**src/pfr_pkg.sv**
```systemverilog
package pfr_pkg;
  localparam int MCLK_PERIOD_NS = 50;
  localparam int STAB_TIME_NS = 50000;
  localparam int STAB_CYCLES = STAB_TIME_NS / MCLK_PERIOD_NS;
  localparam int STAB_W = 11;
  localparam int CNT_W = 16;
  localparam logic [15:0] TICK_PER_RST = 16'h0008;
  localparam int NUM_OUT = 3;
  localparam int SY_REF = 0;
  localparam int SY_FB = 1;
  localparam int SY_SEL = 2;
  localparam int SY_OEN = 3;
  localparam int SY_BYP = 4;
  localparam int SY_CLR = 5;
  localparam int SY_W = 6;
  localparam logic [5:0] SYNC_RST = 6'h08;

  typedef enum logic [0:0] {
    PFR_ACQUIRE = 1'b0,
    PFR_LOCKED = 1'b1
  } pfr_lock_t;

  function automatic logic pfr_rise(input logic cur, input logic prev);
    pfr_rise = cur & ~prev;
  endfunction
endpackage

```
**src/pfr_divider.sv**
```systemverilog
`timescale 1ns/1ps
module pfr_divider (
  input wire logic mclk,
  input wire logic rst,
  input wire logic clear,
  input wire logic tick,
  output logic div2,
  output logic div4
);
  logic div2_r;
  logic div2_nxt;
  logic div4_r;
  logic div4_nxt;

  always_comb begin
    div2_nxt = div2_r;
    div4_nxt = div4_r;
    if (clear) begin
      div2_nxt = 1'b0;
      div4_nxt = 1'b0;
    end else if (tick) begin
      div2_nxt = ~div2_r;
      if (div2_r) begin
        div4_nxt = ~div4_r;
      end
    end
  end

  always_ff @(posedge mclk or posedge rst) begin
    if (rst) begin
      div2_r <= 1'b0;
      div4_r <= 1'b0;
    end else begin
      div2_r <= div2_nxt;
      div4_r <= div4_nxt;
    end
  end

  assign div2 = div2_r;
  assign div4 = div4_r;

  half_duty_a: assert property (@(posedge mclk) disable iff (rst)
    (!$past(clear) && $changed(div2_r)) |-> $past(tick));
  quarter_duty_a: assert property (@(posedge mclk) disable iff (rst)
    $changed(div4_r) |-> ($past(clear) || ($past(tick) && $past(div2_r))));
endmodule

```
**src/pfr_clock_fanout.sv**
```systemverilog
`timescale 1ns/1ps
module pfr_clock_fanout (
  input wire logic mclk,
  input wire logic rst,
  input wire logic reference_clock_in,
  input wire logic feedback_clock_in,
  input wire logic ratio_select,
  input wire logic output_enable_n,
  input wire logic loop_bypass,
  input wire logic factory_clear_pin,
  output logic [2:0] bank_one_clock_outputs,
  output logic [2:0] bank_one_clock_oe,
  output logic [2:0] bank_two_clock_outputs,
  output logic [2:0] bank_two_clock_oe,
  output logic phase_locked
);
  logic [5:0] s1_r;
  logic [5:0] s2_r;
  logic [5:0] prev_r;
  logic ref_rise;
  logic fb_rise;
  logic restart;
  logic tick;
  logic div2;
  logic div4;
  logic clr;
  logic [15:0] ref_cnt_r;
  logic [15:0] ref_cnt_nxt;
  logic [15:0] ref_per_r;
  logic [15:0] ref_per_nxt;
  logic [15:0] fb_cnt_r;
  logic [15:0] fb_cnt_nxt;
  logic [15:0] tick_cnt_r;
  logic [15:0] tick_cnt_nxt;
  logic [15:0] tick_per_r;
  logic [15:0] tick_per_nxt;
  logic [10:0] stab_r;
  logic [10:0] stab_nxt;
  logic refdiv_r;
  logic refdiv_nxt;
  logic aligned_r;
  logic aligned_nxt;
  pfr_pkg::pfr_lock_t state_r;
  pfr_pkg::pfr_lock_t state_nxt;
  logic [2:0] b1_r;
  logic [2:0] b1_nxt;
  logic [2:0] b2_r;
  logic [2:0] b2_nxt;
  logic [2:0] oe_r;
  logic [2:0] oe_nxt;

  // Every pin but rst is foreign to mclk and passes two flops first; rst acts on the flops directly.
  always_ff @(posedge mclk or posedge rst) begin
    if (rst) begin
      s1_r <= pfr_pkg::SYNC_RST;
      s2_r <= pfr_pkg::SYNC_RST;
      prev_r <= pfr_pkg::SYNC_RST;
    end else begin
      s1_r <= {factory_clear_pin, loop_bypass, output_enable_n, ratio_select,
               feedback_clock_in, reference_clock_in};
      s2_r <= s1_r;
      prev_r <= s2_r;
    end
  end

  assign ref_rise = pfr_pkg::pfr_rise(s2_r[pfr_pkg::SY_REF], prev_r[pfr_pkg::SY_REF]);
  assign fb_rise = pfr_pkg::pfr_rise(s2_r[pfr_pkg::SY_FB], prev_r[pfr_pkg::SY_FB]);
  assign clr = s2_r[pfr_pkg::SY_CLR];
  assign tick = (tick_cnt_r >= tick_per_r - 16'h0001);

  always_comb begin
    restart = pfr_pkg::pfr_rise(prev_r[pfr_pkg::SY_OEN], s2_r[pfr_pkg::SY_OEN]);
    restart = restart | (s2_r[pfr_pkg::SY_SEL] ^ prev_r[pfr_pkg::SY_SEL]);
    restart = restart | pfr_pkg::pfr_rise(prev_r[pfr_pkg::SY_BYP], s2_r[pfr_pkg::SY_BYP]);
    restart = restart | clr;
    if (ref_rise && (ref_cnt_r + 16'h0001 > ref_per_r + 16'h0001 ||
                     ref_cnt_r + 16'h0002 < ref_per_r)) begin
      restart = 1'b1;
    end
  end

  always_comb begin
    ref_cnt_nxt = ref_rise ? 16'h0000 : ref_cnt_r + 16'h0001;
    ref_per_nxt = ref_rise ? ref_cnt_r + 16'h0001 : ref_per_r;
    fb_cnt_nxt = fb_rise ? 16'h0000 : fb_cnt_r + 16'h0001;
    tick_per_nxt = tick_per_r;
    tick_cnt_nxt = tick ? 16'h0000 : tick_cnt_r + 16'h0001;
    aligned_nxt = aligned_r;
    if (clr) begin
      tick_cnt_nxt = 16'h0000;
    end else if (fb_rise) begin
      aligned_nxt = ref_rise || (ref_cnt_r == 16'h0000);
      // A one-count slack keeps a phase nudge from being undone as a frequency error.
      if (fb_cnt_r > ref_per_r && tick_per_r > 16'h0001) begin
        tick_per_nxt = tick_per_r - 16'h0001;
      end else if (fb_cnt_r + 16'h0002 < ref_per_r) begin
        tick_per_nxt = tick_per_r + 16'h0001;
      end else if (!aligned_nxt && !tick) begin
        // Lagging feedback skips a count; leading feedback holds one.
        tick_cnt_nxt = (ref_cnt_r < {1'b0, ref_per_r[15:1]}) ? tick_cnt_r + 16'h0002 : tick_cnt_r;
      end
    end
  end

  always_comb begin
    stab_nxt = stab_r;
    state_nxt = state_r;
    if (restart || s2_r[pfr_pkg::SY_OEN]) begin
      stab_nxt = pfr_pkg::STAB_CYCLES[10:0];
      state_nxt = pfr_pkg::PFR_ACQUIRE;
    end else begin
      unique case (state_r)
        pfr_pkg::PFR_ACQUIRE: begin
          if (stab_r == 11'h000) begin
            state_nxt = pfr_pkg::PFR_LOCKED;
          end else begin
            stab_nxt = stab_r - 11'h001;
          end
        end
        pfr_pkg::PFR_LOCKED: begin
          state_nxt = pfr_pkg::PFR_LOCKED;
        end
      endcase
    end
  end

  always_comb begin
    refdiv_nxt = ref_rise ? ~refdiv_r : refdiv_r;
    oe_nxt = {3{~s2_r[pfr_pkg::SY_OEN]}};
    if (s2_r[pfr_pkg::SY_BYP]) begin
      b1_nxt = {3{s2_r[pfr_pkg::SY_SEL] ? refdiv_r : s2_r[pfr_pkg::SY_REF]}};
      b2_nxt = {3{s2_r[pfr_pkg::SY_REF]}};
    end else begin
      b1_nxt = {3{s2_r[pfr_pkg::SY_SEL] ? div4 : div2}};
      b2_nxt = {3{div2}};
    end
  end

  always_ff @(posedge mclk or posedge rst) begin
    if (rst) begin
      ref_cnt_r <= 16'h0000;
      ref_per_r <= 16'h0000;
      fb_cnt_r <= 16'h0000;
      tick_cnt_r <= 16'h0000;
      tick_per_r <= pfr_pkg::TICK_PER_RST;
      aligned_r <= 1'b0;
      stab_r <= pfr_pkg::STAB_CYCLES[10:0];
      state_r <= pfr_pkg::PFR_ACQUIRE;
      refdiv_r <= 1'b0;
      b1_r <= 3'h0;
      b2_r <= 3'h0;
      oe_r <= 3'h0;
    end else begin
      ref_cnt_r <= ref_cnt_nxt;
      ref_per_r <= ref_per_nxt;
      fb_cnt_r <= fb_cnt_nxt;
      tick_cnt_r <= tick_cnt_nxt;
      tick_per_r <= tick_per_nxt;
      aligned_r <= aligned_nxt;
      stab_r <= stab_nxt;
      state_r <= state_nxt;
      refdiv_r <= refdiv_nxt;
      b1_r <= b1_nxt;
      b2_r <= b2_nxt;
      oe_r <= oe_nxt;
    end
  end

  pfr_divider u_div (
    .mclk(mclk),
    .rst(rst),
    .clear(clr),
    .tick(tick),
    .div2(div2),
    .div4(div4)
  );

  assign bank_one_clock_oe = oe_r;
  assign bank_two_clock_oe = oe_r;
  assign bank_one_clock_outputs = b1_r;
  assign bank_two_clock_outputs = b2_r;
  assign phase_locked = (state_r == pfr_pkg::PFR_LOCKED);

  drive_on_a: assert property (@(posedge mclk) disable iff (rst)
    !s2_r[pfr_pkg::SY_OEN] |=> (bank_one_clock_oe == 3'h7 && bank_two_clock_oe == 3'h7));
  float_off_a: assert property (@(posedge mclk) disable iff (rst)
    s2_r[pfr_pkg::SY_OEN] |=> (bank_one_clock_oe == 3'h0 && bank_two_clock_oe == 3'h0));
  relock_wait_a: assert property (@(posedge mclk) disable iff (rst)
    restart |=> !phase_locked [*8]);
  lock_timer_a: assert property (@(posedge mclk) disable iff (rst)
    $rose(phase_locked) |-> ($past(stab_r) == 11'h000 && !$past(s2_r[pfr_pkg::SY_OEN])));
  settle_start_a: assert property (@(posedge mclk) disable iff (rst)
    (restart && !s2_r[pfr_pkg::SY_OEN]) |=> (stab_r == pfr_pkg::STAB_CYCLES[10:0]));
  bank_one_quarter_a: assert property (@(posedge mclk) disable iff (rst)
    (s2_r[pfr_pkg::SY_SEL] && !s2_r[pfr_pkg::SY_BYP]) |=> (b1_r == {3{$past(div4)}}));
  bank_two_half_a: assert property (@(posedge mclk) disable iff (rst)
    !s2_r[pfr_pkg::SY_BYP] |=> (b2_r == {3{$past(div2)}}));
  same_ratio_a: assert property (@(posedge mclk) disable iff (rst)
    (!s2_r[pfr_pkg::SY_SEL] && !s2_r[pfr_pkg::SY_BYP]) |=> (b1_r == b2_r));
  bypass_route_a: assert property (@(posedge mclk) disable iff (rst)
    s2_r[pfr_pkg::SY_BYP] |=> (b2_r == {3{$past(s2_r[pfr_pkg::SY_REF])}}));
  trim_floor_a: assert property (@(posedge mclk) disable iff (rst)
    fb_rise |=> (tick_per_r != 16'h0000));
  trim_hold_a: assert property (@(posedge mclk) disable iff (rst)
    !fb_rise |=> $stable(tick_per_r));
  phase_aligned_a: assert property (@(posedge mclk) disable iff (rst)
    (phase_locked && !s2_r[pfr_pkg::SY_BYP]) |-> aligned_r);
  clear_restart_a: assert property (@(posedge mclk) disable iff (rst)
    clr |=> (!phase_locked && stab_r == pfr_pkg::STAB_CYCLES[10:0]));
  float_unlock_a: assert property (@(posedge mclk) disable iff (rst)
    s2_r[pfr_pkg::SY_OEN] |=> !phase_locked);
  bypass_ref_one_a: assert property (@(posedge mclk) disable iff (rst)
    (s2_r[pfr_pkg::SY_BYP] && !s2_r[pfr_pkg::SY_SEL]) |=>
    (b1_r == {3{$past(s2_r[pfr_pkg::SY_REF])}}));
endmodule

```
**config.mk**
```make
export PLATFORM = sky130hd
export DESIGN_NAME = pfr_clock_fanout
export DESIGN_NICKNAME = d
export VERILOG_FILES = /design/src/pfr_pkg.sv /design/src/pfr_divider.sv /design/src/pfr_clock_fanout.sv
export SDC_FILE = /design/constraint.sdc
export NUM_CORES = 1
export LEC_CHECK = 0
export BUFFER_PORTS_ARGS = -buffer_cell sky130_fd_sc_hd__buf_2
export CELL_PAD_IN_SITES_DETAIL_PLACEMENT = 1
export CELL_PAD_IN_SITES_GLOBAL_PLACEMENT = 2
export CORE_MARGIN = 2
export CORE_UTILIZATION = 41
export DETAILED_ROUTE_END_ITERATION = 7
export PLACE_DENSITY = 0.81
export SLEW_MARGIN = 25
export SYNTH_ARGS = -nofsm -noshare
export SYNTH_HDL_FRONTEND = slang
export SYNTH_SLANG_ARGS = --single-unit
```
**constraint.sdc**
```tcl
create_clock -name mclk -period 4.81 [get_ports mclk]
set_clock_uncertainty 0.1 [all_clocks]
set_input_delay 0.7215 -clock mclk [delete_from_list [all_inputs] [get_ports mclk]]
set_output_delay 0.7215 -clock mclk [all_outputs]
set_load 0.05 [all_outputs]
```
==> impl_metrics.py <==
metrics = {
    "global_routing": {
        "first_global_vias": 7299,
        "number_of_antenna_violations_at_the_first_check_in_global_routing": 0,
        "overflow": 0,
        "aggregate_global_route_resource_usage_pct": 21.9,
        "grt_first_pass_wirelength_microns": 37800,
        "grt_start_max_net_pins": 42,
    },
    "worst_hold_path": {
        "min_path_type": "primary input to asynchronous set/reset pin",
    },
    "clock_tree": {
        "clk_latency_ps": 440,
        "clkSinkCount": 115,
        "cts_htree_levels": 4,
        "number_of_setup_buffers_added_after_cts": 0,
        "cts_tree": "yes",
        "cts_max_path_buffers": 2,
        "cts-buffers-inserted": 17,
        "clockRootBuffer": "clkbuf_16",
        "clk_pin_slew_worst_paths_ps": 70,
    },
    "synthesis": {
        "yosysUniqueCellTypes": 62,
        "synth-seq-cells": 115,
        "avg_inst_size_synth_sq_um": 8.99,
        "synth_common_cells": "dfrtp_1 (105), ha_1 (105), nor2_1 (79), nand2_1 (75), xnor2_1 (59)",
        "post_synth_main_area_contributors": "dfrtp_1 (31%), ha_1 (15%), xnor2_1 (6.1%)",
        "synth_seq_area_share_pct": 34.1,
        "synth.yosys.warnings": 0,
        "synth_top_area_share_pct": 31.0,
        "async_flop_share_pct": 100,
        "netlist_instances": 943,
        "postSynth.topFlopCell": "dfrtp_1",
        "postSynthNetCount": 1056,
        "synth_largest_area_cell": "dfrtp_1",
        "synth.cell_area_sq_um": 8480,
        "synth-edff-count": 0,
    },
    "sta": {
        "final-setup-viol-count": 0,
        "finalMaxSlewViolations": 0,
        "finalHoldViolations": 0,
        "unrepaired_setup_endpoints_after_global_routing": "no",
        "timing.hold.ws_ps": 231,
        "timing.max_slew.rel_slack_pct": 51.1,
        "worstMarginPinSlew_ps": 732,
        "finalWorstPathRequiredPeriod_ps": 4440,
        "setup_tns_ps": 0,
        "fmax_mhz": 225,
        "period_share_pct": 92.3,
    },
    "die": {
        "floorplan.rows": 52,
        "vert_die_dim_microns": 148,
        "die_area_sq_um": 21800,
        "floorplan.initialDensity_pct": 41.9,
        "floorplan_die_width_microns": 148,
        "io-pin-count": 21,
        "core_region_area_sq_um": 20200,
    },
    "critical_path": {
        "r2r_setup_slack_ps": 370,
        "critical_path_peak_fanout": 15,
        "critical_path_class": "flop to flop",
        "critPathTopFamily": "simple AND/OR/NAND/NOR gates",
        "crit_path_frequent_cell": "nand2_1",
        "endpoint_kind": "flop",
        "path_cells": "or2_1 > or4_4 > nor2_1 > nand2_1 > xnor2_1 > ha_1 > nand4_1 > nor4_1 > a311oi_1 > nand2_1 > or2_2 > nor3_2 > nand4b_1 > a21oi_1",
        "launching_point_of_the_worst_reg2reg_path": "tick_per_r[6]$_DFFE_PP0P_",
        "worstSetupStartpointType": "flop",
        "critical_path_arrival_ps": 4660,
        "critical-path-max-stage-delay_ps": 480,
        "worst_ep_required_time_ps": 5030,
        "critical_path_buf_inv_count": 0,
        "critPathSlowestCell": "dfrtp_1",
        "timing.critical_path.from": "tick_per_r[6]$_DFFE_PP0P_",
    },
    "finish": {
        "num-fill-cells": 2376,
        "area_growth_syn_to_layout_pct": 11.6,
        "nNetsFinal": 1069,
        "insertedDiodeCount": 0,
        "drive_above_1_share_pct": 10.1,
    },
    "route": {
        "detail_route.first_pass.iterations": 7,
        "met3_length_microns": 416,
        "drc_errors": 0,
        "wirelength_met1_microns": 10500,
        "totalWireLength_microns": 22500,
        "via_density_per_instance": 5.58,
        "drtIter0Drc": 257,
        "route.detailed.wl_per_inst_microns": 18.2,
        "top_layer_used": "met4",
        "wl_met2_microns": 11100,
        "drt_antenna_net_count": 0,
        "num_vias": 6909,
    },
    "job": {
        "drv.max_cap_violation_count": 0,
    },
    "place": {
        "place_congestion": 0.772,
        "io_buffer_count": 20,
        "hpwl_microns": 16600,
    },
    "power_and_ir_drop": {
        "power_leakage_nw": 4.36,
        "power_per_cell_area_nw_per_um2": 470,
        "ir_drop_mv": 0.277,
    },
    "status": {
        "status": "finished, final reports clean",
    },
}
==> power by group <==
part / leakage (nW) / internal, mW / switching [mW]
logic: 2.58 / 0.746 / 1.07
clock network: 0.294 / 0.725 / 0.575
registers: 1.49 / 1.10 / 0.235
total: 4.36 / 2.57 / 1.88
==> routing by layer <==
layer | up-vias | global-route usage, %
met4 | 0 | 8.03
met1 | 3436 | 28.1
met5 | - | 0
met2 | 63 | 37.0
met3 | 29 | 3.92
li1 | 3381 | -
==> layout make-up <==
type	instances	area, sq um	area share [%]
multi-input combinational	728	5180	54.8
sequential	115	2890	30.6
clock buffer	18	450	4.76
tap	270	338	3.57
timing repair buffer	38	235	2.49
inverter	56	213	2.25
clock inverter	14	151	1.60
==> logic make-up (layout without fill, tap and decap cells) <==
group	Yosys count	count (layout)	synth area share, %
AO/OA/AOI/OAI	179	179	14.2
multiplexers	9	9	1.11
flip-flops	115	115	34.1
adder cells (fa/ha/maj)	105	105	15.5
buffers and inverters	100	126	4.92
XOR/XNOR	106	106	11.0
AND/OR/NAND/NOR	329	329	19.3
==> per-stage QoR <==
step	area, sq um	util (%)	setup slack, ps	instances	power (mW)
after global placement	8850	43.7	381	1207	3.12
final	9460	46.8	370	1239	4.45
after CTS	9450	46.7	256	1239	4.49
after global routing	9460	46.8	8.05	1239	4.79
after floorplan	8480	-	395	943	2.63
after detailed placement	8850	43.7	277	1207	3.16
==> cells in the final DEF (no fill, tap or decap), types with 8 or more instances in the layout <==
cell type  synthesis  final
a21o_1            12     12
a21oi_1           55     55
and3_1            18     18
buf_2              0     20
buf_4              9     18
clkbuf_16          0     18
dfrtp_1          105    104
dfstp_2           10     10
ha_1             105    105
inv_1             56     55
nand2_1           75     75
nand3_1           42     42
nand4_1           31     31
nor2_1            79     78
nor3_1            29     28
o21a_1            13     13
o21ai_0           33     33
o31ai_1            8      8
xnor2_1           59     59
xor2_1            47     47
==> worst paths after layout <==
path | cells after the start | to
worst max-delay path | 14 | tick_cnt_r[8]$_DFFE_PP0P_
worst min-delay path | 2 | bank_two_clock_outputs[1]$_DFF_PP0_
worst max register to register | 14 | tick_cnt_r[8]$_DFFE_PP0P_
worst min register to register | 0 | s2_r[2]$_DFF_PP0_
max in group asynchronous | 3 | fb_cnt_r[7]$_DFF_PP0_
min in group mclk | 0 | s2_r[2]$_DFF_PP0_
==> flip-flops by register name (all words and copies together) (netlist names), 5 cells and up <==
| name | count |
|---|---|
| ref_per_r | 16 |
| stab_r | 11 |
| ref_cnt_r | 16 |
| s1_r | 6 |
| tick_per_r | 16 |
| tick_cnt_r | 16 |
| fb_cnt_r | 16 |
| s2_r | 6 |
| prev_r | 5 |
==> timing repair <==
action / in CTS / in global routing
hold buffers: 0 / 0
endpoints found under the setup margin: 0 / 5
resized for setup: 0 / 4
Power figures use the tool's default switching activity.
